<file path="config.mk">
export PLATFORM = sky130hd
export DESIGN_NAME = numeric_controlled_oscillator
export DESIGN_NICKNAME = d
export VERILOG_FILES = /design/src/nco_pkg.sv /design/src/numeric_controlled_oscillator.sv
export SDC_FILE = /design/constraint.sdc
export NUM_CORES = 1
export LEC_CHECK = 0
export ABC_CLOCK_PERIOD_IN_PS = 3600
export BUFFER_PORTS_ARGS = -buffer_cell sky130_fd_sc_hd__buf_2
export CAP_MARGIN = 20
export CORE_MARGIN = 3
export CORE_UTILIZATION = 58
export CTS_CLUSTER_DIAMETER = 40
export CTS_CLUSTER_SIZE = 24
export DETAILED_ROUTE_END_ITERATION = 8
export GPL_ROUTABILITY_DRIVEN = 0
export PLACE_DENSITY = 0.81
export SLEW_MARGIN = 25
export SYNTH_ARGS = -nofsm -noshare
export SYNTH_HDL_FRONTEND = slang
export SYNTH_SLANG_ARGS = --single-unit
</file>
<file path="constraint.sdc">
create_clock -name sys_clk_i -period 3.6 [get_ports sys_clk_i]
set_clock_uncertainty 0.2 [all_clocks]
set_input_delay 0.36 -clock sys_clk_i [delete_from_list [all_inputs] [get_ports sys_clk_i]]
set_output_delay 0.36 -clock sys_clk_i [all_outputs]
set_load 0.005 [all_outputs]
</file>
<file path="src/nco_pkg.sv">
// Package: register map, field layout and types of the numerically controlled oscillator
package nco_pkg;

  // ************************************************************
  // Bus and data widths
  // ************************************************************
  localparam int unsigned ADDR_W   = 5;
  localparam int unsigned ACC_W    = 20;
  localparam int unsigned STEP_W   = 16;
  localparam int unsigned PCNT_W   = 8;

  // ************************************************************
  // Register byte offsets
  // ************************************************************
  localparam logic [ADDR_W-1:0] OFS_CONTROL   = 5'h00;
  localparam logic [ADDR_W-1:0] OFS_CLOCK     = 5'h04;
  localparam logic [ADDR_W-1:0] OFS_PH_LOW    = 5'h08;
  localparam logic [ADDR_W-1:0] OFS_PH_HIGH   = 5'h0c;
  localparam logic [ADDR_W-1:0] OFS_PH_UPPER  = 5'h10;
  localparam logic [ADDR_W-1:0] OFS_STEP_LOW  = 5'h14;
  localparam logic [ADDR_W-1:0] OFS_STEP_HIGH = 5'h18;
  localparam logic [ADDR_W-1:0] OFS_IRQ       = 5'h1c;

  // ************************************************************
  // Field positions
  // ************************************************************
  localparam int unsigned ON_BIT    = 7;
  localparam int unsigned PIN_BIT   = 6;
  localparam int unsigned LEVEL_BIT = 5;
  localparam int unsigned POL_BIT   = 4;
  localparam int unsigned PFM_BIT   = 0;
  localparam int unsigned PWS_LSB   = 5;
  localparam int unsigned CKS_LSB   = 0;
  localparam int unsigned FLAG_BIT  = 0;
  localparam int unsigned OIE_BIT   = 1;
  localparam int unsigned PIE_BIT   = 2;
  localparam int unsigned GIE_BIT   = 3;

  // ************************************************************
  // Clock source codes
  // ************************************************************
  localparam logic [1:0] SRC_FAST_OSC   = 2'h0;
  localparam logic [1:0] SRC_SYSTEM     = 2'h1;
  localparam logic [1:0] SRC_LOGIC_CELL = 2'h2;
  localparam logic [1:0] SRC_EXT_PIN    = 2'h3;

  // ************************************************************
  // Reset values and counts
  // ************************************************************
  localparam logic [7:0]  BYTE_RST   = 8'h00;
  localparam logic [31:0] WORD_RST   = 32'h0000_0000;
  localparam int unsigned SYNC_CNT   = 2;

  // ************************************************************
  // Carriers
  // ************************************************************
  typedef struct packed {
    logic module_on;
    logic pin_drive_on;
    logic output_polarity;
    logic pulse_mode_select;
  } osc_control_t;

  typedef struct packed {
    logic [2:0] pulse_width_select;
    logic [1:0] clock_source_select;
  } osc_clock_control_t;

  typedef struct packed {
    logic overflow_irq_on;
    logic peripheral_irq_on;
    logic global_irq_on;
  } irq_enable_t;

  typedef enum logic [1:0] {
    PULSE_IDLE,
    PULSE_ARMED,
    PULSE_ACTIVE
  } pulse_state_t;

endpackage : nco_pkg

</file>
<file path="src/numeric_controlled_oscillator.sv">
// Numerically controlled oscillator with an Avalon-MM register slave
`timescale 1ns/100ps
`default_nettype none

// How it works
// - A 20-bit phase accumulator, read and written as low, high and upper bytes.
// - A 16-bit step held in two readable, writable byte registers.
// - Each selected input clock edge adds the working step into the accumulator.
// - The addition carry is the overflow event behind every output and the flag.
// - Input clock comes from fast oscillator, system clock, logic cell or pin.
// - Source select codes 00 fast osc, 01 system, 10 logic cell, 11 pin.
// - While disabled, a write to either step register loads the working step at once.
// - While enabled, high byte first; low byte write transfers both on next edge.
// - The working step is hidden; software only sees the two step registers.
// - With pulse mode clear, the output toggles on each overflow.
// - With pulse mode set, each overflow gives an active pulse of selected width.
// - The pulse starts at the first input clock edge after the overflow.
// - The three-bit width field sets pulse width, ignored in fixed-duty mode.
// - Width code k gives 2 to the power k input clock periods.
// - Polarity set makes active high, clear makes active low, last stage.
// - Changing polarity with the overflow interrupt enabled raises the flag for that transition.
// - Final level reads in a status bit and feeds other peripherals.
// - Pin drive bit drives the final output on its pin, else leaves it undriven.
// - Module enable runs the accumulator; clear stops the module.
// - Overflow sets the flag; request needs enable and all three interrupt enables.
// - The flag stays set until software clears it.
// - Any reset clears every register to zero except wait_q, which resets to 1.
// - Runs on the system clock, which samples the selected clock's edges; it stops with the system clock.
// - Enabled with fast oscillator selected, that oscillator is held on in sleep.

module numeric_controlled_oscillator
  import nco_pkg::*;
(
  input  wire logic              sys_clk_i,
  input  wire logic              rstn_i,
  input  wire logic [ADDR_W-1:0] avs_address_i,
  input  wire logic              avs_read_i,
  input  wire logic              avs_write_i,
  input  wire logic [31:0]       avs_writedata_i,
  input  wire logic [3:0]        avs_byteenable_i,
  output logic      [31:0]       avs_readdata_o,
  output logic                   avs_waitrequest_o,
  input  wire logic              internal_fast_osc_i,
  input  wire logic              logic_cell_output_i,
  input  wire logic              external_clock_pin_i,
  output logic                   output_level_o,
  output logic                   pin_out_o,
  output logic                   pin_oe_o,
  output logic                   irq_o,
  output logic                   fast_osc_hold_o
);

  // ************************************************************
  // Declarations
  // ************************************************************
  osc_control_t       ctrl_q;
  osc_clock_control_t clk_ctrl_q;
  irq_enable_t        irq_en_q;
  pulse_state_t       pulse_q;

  logic [ACC_W-1:0]   acc_q;
  logic [ACC_W:0]     sum;
  logic [STEP_W-1:0]  step_q;
  logic [STEP_W-1:0]  step_work_q;
  logic               step_pend_q;
  logic [PCNT_W-1:0]  pulse_cnt_q;
  logic               toggle_q;
  logic               flag_q;
  logic               level_q;
  logic               level_d;
  logic               raw_level;
  logic               wait_q;
  logic [31:0]        rdata_q;
  logic               pin_oe_q;
  logic               irq_q;
  logic               hold_q;

  logic [2:0]         sync1_q;
  logic [2:0]         sync2_q;
  logic [2:0]         sync3_q;
  logic [2:0]         rise;

  logic               tick;
  logic               carry;
  logic               wr_en;
  logic               rd_en;
  logic               byte_wr;
  logic [7:0]         wbyte;

  // ************************************************************
  // Helpers
  // ************************************************************
  function automatic logic hit(input logic [ADDR_W-1:0] ofs);
    hit = (avs_address_i == ofs);
  endfunction : hit

  // ************************************************************
  // Input clock synchronisers
  // ************************************************************
  genvar gi;
  generate
    for (gi = 0; gi < 3; gi++) begin : g_sync
      always_ff @(posedge sys_clk_i or negedge rstn_i) begin
        if (!rstn_i) begin
          sync1_q[gi] <= 1'b0;
          sync2_q[gi] <= 1'b0;
          sync3_q[gi] <= 1'b0;
        end else begin
          sync1_q[gi] <= (gi == 0) ? internal_fast_osc_i :
                         (gi == 1) ? logic_cell_output_i : external_clock_pin_i;
          sync2_q[gi] <= sync1_q[gi];
          sync3_q[gi] <= sync2_q[gi];
        end
      end
      assign rise[gi] = sync2_q[gi] & ~sync3_q[gi];
    end
  endgenerate

  // Sources are slower than the system clock; anything at half rate or above aliases
  always_comb begin
    case (clk_ctrl_q.clock_source_select)
      SRC_FAST_OSC:   tick = rise[0];
      SRC_SYSTEM:     tick = 1'b1;
      SRC_LOGIC_CELL: tick = rise[1];
      default:        tick = rise[2];
    endcase
  end

  // ************************************************************
  // Bus slave
  // ************************************************************
  assign wr_en   = avs_write_i & ~wait_q;
  assign rd_en   = avs_read_i & ~wait_q;
  assign byte_wr = wr_en & avs_byteenable_i[0];
  assign wbyte   = avs_writedata_i[7:0];

  // One wait cycle per access; data is ready at the releasing edge
  always_ff @(posedge sys_clk_i or negedge rstn_i) begin
    if (!rstn_i) begin
      wait_q <= 1'b1;
    end else if ((avs_read_i | avs_write_i) & wait_q) begin
      wait_q <= 1'b0;
    end else begin
      wait_q <= 1'b1;
    end
  end

  always_ff @(posedge sys_clk_i or negedge rstn_i) begin
    if (!rstn_i) begin
      rdata_q <= WORD_RST;
    end else if (avs_read_i & wait_q) begin
      rdata_q <= WORD_RST;
      if (hit(OFS_CONTROL)) begin
        rdata_q[ON_BIT]    <= ctrl_q.module_on;
        rdata_q[PIN_BIT]   <= ctrl_q.pin_drive_on;
        rdata_q[LEVEL_BIT] <= level_q;
        rdata_q[POL_BIT]   <= ctrl_q.output_polarity;
        rdata_q[PFM_BIT]   <= ctrl_q.pulse_mode_select;
      end else if (hit(OFS_CLOCK)) begin
        rdata_q[PWS_LSB+:3] <= clk_ctrl_q.pulse_width_select;
        rdata_q[CKS_LSB+:2] <= clk_ctrl_q.clock_source_select;
      end else if (hit(OFS_PH_LOW)) begin
        rdata_q[7:0] <= acc_q[7:0];
      end else if (hit(OFS_PH_HIGH)) begin
        rdata_q[7:0] <= acc_q[15:8];
      end else if (hit(OFS_PH_UPPER)) begin
        rdata_q[3:0] <= acc_q[19:16];
      end else if (hit(OFS_STEP_LOW)) begin
        rdata_q[7:0] <= step_q[7:0];
      end else if (hit(OFS_STEP_HIGH)) begin
        rdata_q[7:0] <= step_q[15:8];
      end else if (hit(OFS_IRQ)) begin
        rdata_q[FLAG_BIT] <= flag_q;
        rdata_q[OIE_BIT]  <= irq_en_q.overflow_irq_on;
        rdata_q[PIE_BIT]  <= irq_en_q.peripheral_irq_on;
        rdata_q[GIE_BIT]  <= irq_en_q.global_irq_on;
      end
    end
  end

  // ************************************************************
  // Control registers
  // ************************************************************
  always_ff @(posedge sys_clk_i or negedge rstn_i) begin
    if (!rstn_i) begin
      ctrl_q     <= '0;
      clk_ctrl_q <= '0;
      irq_en_q   <= '0;
    end else if (byte_wr) begin
      if (hit(OFS_CONTROL)) begin
        ctrl_q.module_on         <= wbyte[ON_BIT];
        ctrl_q.pin_drive_on      <= wbyte[PIN_BIT];
        ctrl_q.output_polarity   <= wbyte[POL_BIT];
        ctrl_q.pulse_mode_select <= wbyte[PFM_BIT];
      end else if (hit(OFS_CLOCK)) begin
        clk_ctrl_q.pulse_width_select  <= wbyte[PWS_LSB+:3];
        clk_ctrl_q.clock_source_select <= wbyte[CKS_LSB+:2];
      end else if (hit(OFS_IRQ)) begin
        irq_en_q.overflow_irq_on   <= wbyte[OIE_BIT];
        irq_en_q.peripheral_irq_on <= wbyte[PIE_BIT];
        irq_en_q.global_irq_on     <= wbyte[GIE_BIT];
      end
    end
  end

  // ************************************************************
  // Step registers and working buffer
  // ************************************************************
  always_ff @(posedge sys_clk_i or negedge rstn_i) begin
    if (!rstn_i) begin
      step_q <= '0;
    end else if (byte_wr & hit(OFS_STEP_LOW)) begin
      step_q[7:0] <= wbyte;
    end else if (byte_wr & hit(OFS_STEP_HIGH)) begin
      step_q[15:8] <= wbyte;
    end
  end

  always_ff @(posedge sys_clk_i or negedge rstn_i) begin
    if (!rstn_i) begin
      step_work_q <= '0;
      step_pend_q <= 1'b0;
    end else if (!ctrl_q.module_on) begin
      step_pend_q <= 1'b0;
      if (byte_wr & hit(OFS_STEP_LOW)) begin
        step_work_q <= {step_q[15:8], wbyte};
      end else if (byte_wr & hit(OFS_STEP_HIGH)) begin
        step_work_q <= {wbyte, step_q[7:0]};
      end
    end else if (byte_wr & hit(OFS_STEP_LOW)) begin
      step_pend_q <= 1'b1;
    end else if (step_pend_q & tick) begin
      step_work_q <= step_q;
      step_pend_q <= 1'b0;
    end
  end

  // ************************************************************
  // Accumulator
  // ************************************************************
  assign sum   = {1'b0, acc_q} + {{(ACC_W-STEP_W+1){1'b0}}, step_work_q};
  assign carry = ctrl_q.module_on & tick & sum[ACC_W];

  // A software write wins over an addition in the same cycle
  always_ff @(posedge sys_clk_i or negedge rstn_i) begin
    if (!rstn_i) begin
      acc_q <= '0;
    end else if (byte_wr & hit(OFS_PH_LOW)) begin
      acc_q[7:0] <= wbyte;
    end else if (byte_wr & hit(OFS_PH_HIGH)) begin
      acc_q[15:8] <= wbyte;
    end else if (byte_wr & hit(OFS_PH_UPPER)) begin
      acc_q[19:16] <= wbyte[3:0];
    end else if (ctrl_q.module_on & tick) begin
      acc_q <= sum[ACC_W-1:0];
    end
  end

  // ************************************************************
  // Output shaping
  // ************************************************************
  always_ff @(posedge sys_clk_i or negedge rstn_i) begin
    if (!rstn_i) begin
      toggle_q <= 1'b0;
    end else if (carry) begin
      toggle_q <= ~toggle_q;
    end
  end

  // Width overlap with the next overflow restarts the pulse
  always_ff @(posedge sys_clk_i or negedge rstn_i) begin
    if (!rstn_i) begin
      pulse_q     <= PULSE_IDLE;
      pulse_cnt_q <= '0;
    end else if (carry) begin
      pulse_q <= PULSE_ARMED;
    end else if (tick & ctrl_q.module_on) begin
      case (pulse_q)
        PULSE_ARMED: begin
          pulse_q     <= PULSE_ACTIVE;
          pulse_cnt_q <= PCNT_W'((1 << clk_ctrl_q.pulse_width_select) - 1);
        end
        PULSE_ACTIVE: begin
          if (pulse_cnt_q == '0) begin
            pulse_q <= PULSE_IDLE;
          end else begin
            pulse_cnt_q <= pulse_cnt_q - 1'b1;
          end
        end
        default: begin
          pulse_q <= PULSE_IDLE;
        end
      endcase
    end
  end

  always_comb begin
    if (ctrl_q.pulse_mode_select) begin
      raw_level = (pulse_q == PULSE_ACTIVE);
    end else begin
      raw_level = toggle_q;
    end
    level_d = ctrl_q.output_polarity ? raw_level : ~raw_level;
  end

  always_ff @(posedge sys_clk_i or negedge rstn_i) begin
    if (!rstn_i) begin
      level_q  <= 1'b0;
      pin_oe_q <= 1'b0;
      hold_q   <= 1'b0;
    end else begin
      level_q  <= level_d;
      pin_oe_q <= ctrl_q.pin_drive_on;
      hold_q   <= ctrl_q.module_on &
                  (clk_ctrl_q.clock_source_select == SRC_FAST_OSC);
    end
  end

  // ************************************************************
  // Overflow flag and request
  // ************************************************************
  // Hardware set wins over a software clear in the same cycle
  always_ff @(posedge sys_clk_i or negedge rstn_i) begin
    if (!rstn_i) begin
      flag_q <= 1'b0;
    end else if (carry) begin
      flag_q <= 1'b1;
    end else if (byte_wr & hit(OFS_CONTROL) & irq_en_q.overflow_irq_on &
                 (wbyte[POL_BIT] != ctrl_q.output_polarity)) begin
      flag_q <= 1'b1;
    end else if (byte_wr & hit(OFS_IRQ) & wbyte[FLAG_BIT]) begin
      flag_q <= 1'b0;
    end
  end

  always_ff @(posedge sys_clk_i or negedge rstn_i) begin
    if (!rstn_i) begin
      irq_q <= 1'b0;
    end else begin
      irq_q <= flag_q & ctrl_q.module_on & irq_en_q.overflow_irq_on &
               irq_en_q.peripheral_irq_on & irq_en_q.global_irq_on;
    end
  end

  // ************************************************************
  // Outputs
  // ************************************************************
  assign avs_readdata_o    = rdata_q;
  assign avs_waitrequest_o = wait_q;
  assign output_level_o    = level_q;
  assign pin_out_o         = level_q;
  assign pin_oe_o          = pin_oe_q;
  assign irq_o             = irq_q;
  assign fast_osc_hold_o   = hold_q;

endmodule : numeric_controlled_oscillator

`default_nettype wire

</file>
## Word level (Yosys, flattened, before mapping)

Index checks and enable logic that the tools add are counted.

| storage, ports and cells | value |
|---|---|
| register bits | 99 |
| latch bits | 0 |
| RAM bits | 0 |
| ROM bits | 0 |
| bits of input ports | 48 |
| word-level logic and storage cells | 158 |
| memories kept | 0 |

| cells by class | value |
|---|---|
| add/subtract/negate cells | 3 |
| multipliers | 0 |
| divide/modulo/power cells | 0 |
| $lt $le $gt $ge | 0 |
| eq/ne operators | 20 |
| shifts and indexed selects | 1 |
| mux-type cells | 41 |
| bitwise logic cells | 38 |
| reduce and logical (&&, ||, !) cells | 20 |

Operators with widths:

| operator | number |
|---|---|
| 16-bit two-way mux | 6 |
| 8-bit two-way mux | 7 |
| 4-bit two-way mux | 7 |
| 1-bit bitwise AND | 25 |
| 20-bit by 16-bit adder with 21-bit output | 1 |
| 5-bit == test, second input constant | 4 |
| 20-bit two-way mux | 1 |
| 8-bit case mux with 2 select lines | 1 |
| 3-bit AND reduction | 5 |
| 1-bit inverter | 12 |
| 5-bit by 4-bit == test with 1-bit output, second input constant | 2 |
| 1-bit two-way mux | 10 |
| 2-bit != test, second input constant | 5 |
| 2-bit nonzero test | 5 |
| 3-bit two-way mux | 3 |
| 8-bit logical NOT | 1 |
| 2-bit two-way mux | 4 |
| 4-bit AND reduction | 2 |
| 1-bit by 3-bit << shifter with 8-bit output, first input constant | 1 |
| 8-bit by 1-bit subtractor with 8-bit output, second input constant | 1 |
| 8-bit by 2-bit subtractor with 8-bit output, second input constant | 1 |
| 2-bit AND reduction | 3 |
| 3-bit nonzero test | 2 |
| 5-bit by 3-bit == test with 1-bit output, second input constant | 1 |
| other kinds (11) | 13 |

## Longest topological paths before layout

| depth | value |
|---|---|
| word-level depth | 9 |
| depth in mapped cells | 9 |
| gate-level depth less buffers | 8 |

## Worst setup path after synthesis

No wires, ideal clock.

| path | value |
|---|---|
| kind | register to register |
| start point | reg acc_q[0] |
| end point | reg pulse_cnt_q[7] |
| library setup time | 0.124 ns |
| data arrival time | 2.470 ns |
| slack | 0.806 ns |
| cell stages (with the launch flop) | 10 |
| path buffers | 1 |
| clock period less this slack | 2.794 ns |
| cells stage by stage | dfrtp_1 -> ha_1 -> fa_1 -> a21o_1 -> a221o_1 -> a32oi_1 -> o21a_1 -> buf_2 -> o21ai_1 -> a211o_1 |

| on the way | value |
|---|---|
| word-level cells in the longest chain between the ends | 4 |

Ends and longest elaborated chain:

| element | line | text |
|---|---|---|
| start: declaration | numeric_controlled_oscillator.sv:61 | `logic [ACC_W-1:0] acc_q;` |
| start signal: assignment | numeric_controlled_oscillator.sv:249 | `acc_q[7:0] <= wbyte;` |
| start signal: assignment | numeric_controlled_oscillator.sv:255 | `acc_q <= sum[ACC_W-1:0];` |
| 20-bit by 16-bit adder with 21-bit output | numeric_controlled_oscillator.sv:241 | `assign sum = {1'b0, acc_q} + {{(ACC_W-STEP_W+1){1'b0}}, step_work_q};` |
| 1-bit bitwise AND | numeric_controlled_oscillator.sv:242 | `assign carry = ctrl_q.module_on & tick & sum[ACC_W];` |
| 1-bit inverter (no line) | n/a |  |
| 4-bit AND reduction (no line) | n/a |  |
| end signal: assignment | numeric_controlled_oscillator.sv:281 | `pulse_cnt_q <= PCNT_W'((1 << clk_ctrl_q.pulse_width_select) - 1);` |
| end signal: assignment | numeric_controlled_oscillator.sv:287 | `pulse_cnt_q <= pulse_cnt_q - 1'b1;` |
| end: declaration | numeric_controlled_oscillator.sv:66 | `logic [PCNT_W-1:0] pulse_cnt_q;` |

No other way between the ends.
A chain may end at the register's enable or synchronous reset.

## Worst setup path after layout

Ends and elaborated chain as after synthesis.

==> metrics.yaml <==
run_status:
  status: "complete, no violations"
cells_and_area:
  diodes: 0
  drive_gt1_share_pct: 16.84
  fillerInstances: 784
  nNetsFinal: 730
  final_util_pct: 65.09
  syn_to_final_growth_pct: 7.508
synthesis:
  yosysTopAreaCellShare_pct: 40.88
  yosysWarnings: 0
  async_flop_share_pct: 100.0
  syn_avg_cell_area_sq_um: 9.523
  syn_area_sq_mm: 0.006000
  ys_seq_area_share_pct: 41.31
  synthCells: 630
  synth_edf_count: 0
  synthFlopType: "dfrtp_1"
  synth_largest_area_cell: "dfrtp_1"
  synth-seq-cells: 99
  synth_area_leaders: "dfrtp_1, mux2_2, ha_1"
  synth.distinct_cells: 71
clock_tree:
  postCtsSetupBuffers: 0
  clk_latency_ns: 0.39
  clock_path_buffers: 2
  cts_tree: "yes"
  clk_pin_slew_ns: 0.11
  numCtsBuffers: 9
  cts.sinks: 99
  h-tree-depth: 3
  hold_buffers: 6
  cts_root_buf: "clkbuf_8"
  post_cts_resized: 0
timing:
  drv_slew: 0
  tightest_slew_ns: 0.9519
  finalHoldViolCount: 0
  period_share_pct: 92.50
  hold_ws_ns: 0.1063
  min_period_ns: 3.330
  slew_headroom_pct: 36.54
  tns_ns: 0
  final-setup-viol-count: 0
  fmax_mhz: 300.3
  rsz0062_at_grt: "no"
route:
  vias_per_cell: 6.495
  routedWlPerCell_microns: 20.36
  routed_wl_microns: 16250
  num_vias: 5183
  drc_errors: 0
  dr.pass1.iters: 5
  antenna_left: 0
  initialDrtViolationCount: 617
placed_design:
  portBuffers: 34
  dpl.hpwl_microns: 11920
worst_setup_path:
  worst-path-max-fanout: 9
  cp-start-kind: "flop"
  path_class: "reg -> reg"
  critPathCaptureType: "flop"
  required_ns: 3.67
  worstPathArrival_ns: 3.40
die:
  die_area_sq_mm: 0.01160
  die_y_microns: 107.7
  start_util_pct: 60.54
  die_x_microns: 107.7
  fp.coreArea_sq_mm: 0.009910
  fp-row-count: 36
  io_pins: 86
global_routing:
  grt_start_max_net_pins: 75
  grt_pass1_wl_microns: 25520
  grt_use_total_pct: 28.51
  overflow: 0
  antenna_found_initial: 0
  grt_pass1_vias: 4930
power:
  power_density_mw_per_mm2: 494.4
  p_leak_nw: 2.895
  finalPower_mw: 3.189
  vdd_drop_max_mv: 0.3372
min_path:
  hold_class: "in -> reg"
run:
  max_cap_viol_count: 0
==> cell type report <==
cell class                      instances  area (sq um)  share of cell area, %
Inverter                               13         48.80                 0.7565
Clock buffer                            9         123.9                  1.920
Timing Repair Buffer                   51         315.3                  4.888
Tap cell                              133         166.4                  2.580
Multi-Input combinational cell        486          3252                  50.42
Clock inverter                          7         65.06                  1.009
Sequential cell                        99          2479                  38.43
==> worst max-delay path: stages, from the launching register on <==
cell and delay, ns:
dfrtp_1 0.42, ha_1 0.24, fa_1 0.40, a21o_1 0.21
a221o_1 0.36, a32oi_1 0.41, o21a_1 0.41, o21ai_1 0.22
a211o_1 0.35
==> report_power, final <==
part           switching (mW)  internal [mW]
registers               0.197           1.27
logic                   0.602          0.405
clock network           0.442          0.269
==> metrics by stage <==
step / worst slack [ns] / cell area (sq um) / cells
2_1_floorplan: 0.8061 / 6086 / 653
3_3_place_gp: 0.4220 / 6201 / 776
3_5_place_dp: 0.3651 / 6201 / 776
4_1_cts: 0.3062 / 6450 / 798
5_1_grt: 0.07978 / 6450 / 798
6_report: 0.2699 / 6450 / 798
==> layout by cell type (no fill, tap or decap), types with 4 or more instances in the layout <==
master         netlist  routed
dlygate4sd3_1        0       6
nand2_1             68      68
conb_1               1      24
a31oi_1             10       9
o21ai_0             46      46
and3_1               5       5
nor3_1              13      13
buf_4               26      12
inv_6                0       5
nand4_1              7       7
buf_2                7      33
dfrtp_1             98      98
nand3b_1             4       4
o211ai_1             8       8
nor2b_1              5       5
xnor2_1              9       9
mux2i_1             23      23
clkbuf_8             0       9
a211oi_1             7       7
a32oi_1              4       4
mux2_2              33      33
inv_1               12      12
nor2_1              37      37
a21oi_1             43      43
xor2_1               8       8
or3_1                6       6
and2_1               7       7
ha_1                21      21
a22oi_1              9       9
nand3_1             14      14
a21o_1               8       8
==> path summary, 6_finish.rpt <==
| path | start | endpoint | slack [ns] | cells after the start |
|---|---|---|---|---|
| setup / recovery | acc_q[0] | pulse_cnt_q[7] | 0.27 | 8 |
| hold / removal | avs_writedata_i[0] | acc_q[0] | 0.11 | 3 |
| setup reg to reg | acc_q[0] | pulse_cnt_q[7] | 0.27 | 8 |
| hold reg to reg | sync1_q[2] | sync2_q[2] | 0.16 | 0 |
| max in group asynchronous | rstn_i | avs_waitrequest_o | 1.92 | 3 |
| min in group asynchronous | rstn_i | pulse_cnt_q[3] | 0.44 | 2 |
==> synth_stat cells (5+ instances only) <==
| library cell | number |
|---|---|
| a211oi_1 | 7 |
| a21o_1 | 8 |
| a21oi_1 | 43 |
| a22oi_1 | 9 |
| a31oi_1 | 10 |
| and2_1 | 7 |
| and3_1 | 5 |
| buf_1 | 6 |
| buf_2 | 7 |
| buf_4 | 26 |
| clkbuf_1 | 16 |
| dfrtp_1 | 98 |
| ha_1 | 21 |
| inv_1 | 12 |
| mux2_2 | 33 |
| mux2i_1 | 23 |
| nand2_1 | 68 |
| nand3_1 | 14 |
| nand4_1 | 7 |
| nor2_1 | 37 |
| nor2b_1 | 5 |
| nor3_1 | 13 |
| o211ai_1 | 8 |
| o21ai_0 | 46 |
| or3_1 | 6 |
| xnor2_1 | 9 |
| xor2_1 | 8 |
==> cell families after synthesis <==
logic type | share of synthesized area [%]
compound gates | 18.35
fa+ha+maj | 4.713
simple gates | 16.27
flops | 41.31
other cells | 0.06251
mux | 10.78
buf+inv | 6.027
xor+xnor | 2.482
==> flip-flops by register name (all words and copies together) (netlist names), 2 cells and up <==
signal          cells
irq_en_q            3
ctrl_q              4
avs_readdata_o      8
sync3_q             3
pulse_cnt_q         8
sync1_q             3
pulse_q             2
acc_q              20
sync2_q             3
step_q             16
clk_ctrl_q          5
step_work_q        16
==> layer usage <==
layer,global-route usage (%),vias up,wire length (microns)
met5,0,-,0
met4,11.45,0,579
met3,5.879,53,1402
met2,46.71,285,7926
met1,36.98,2527,6342
li1,-,2318,-
Note: power is estimated with default switching activity, not from simulation.
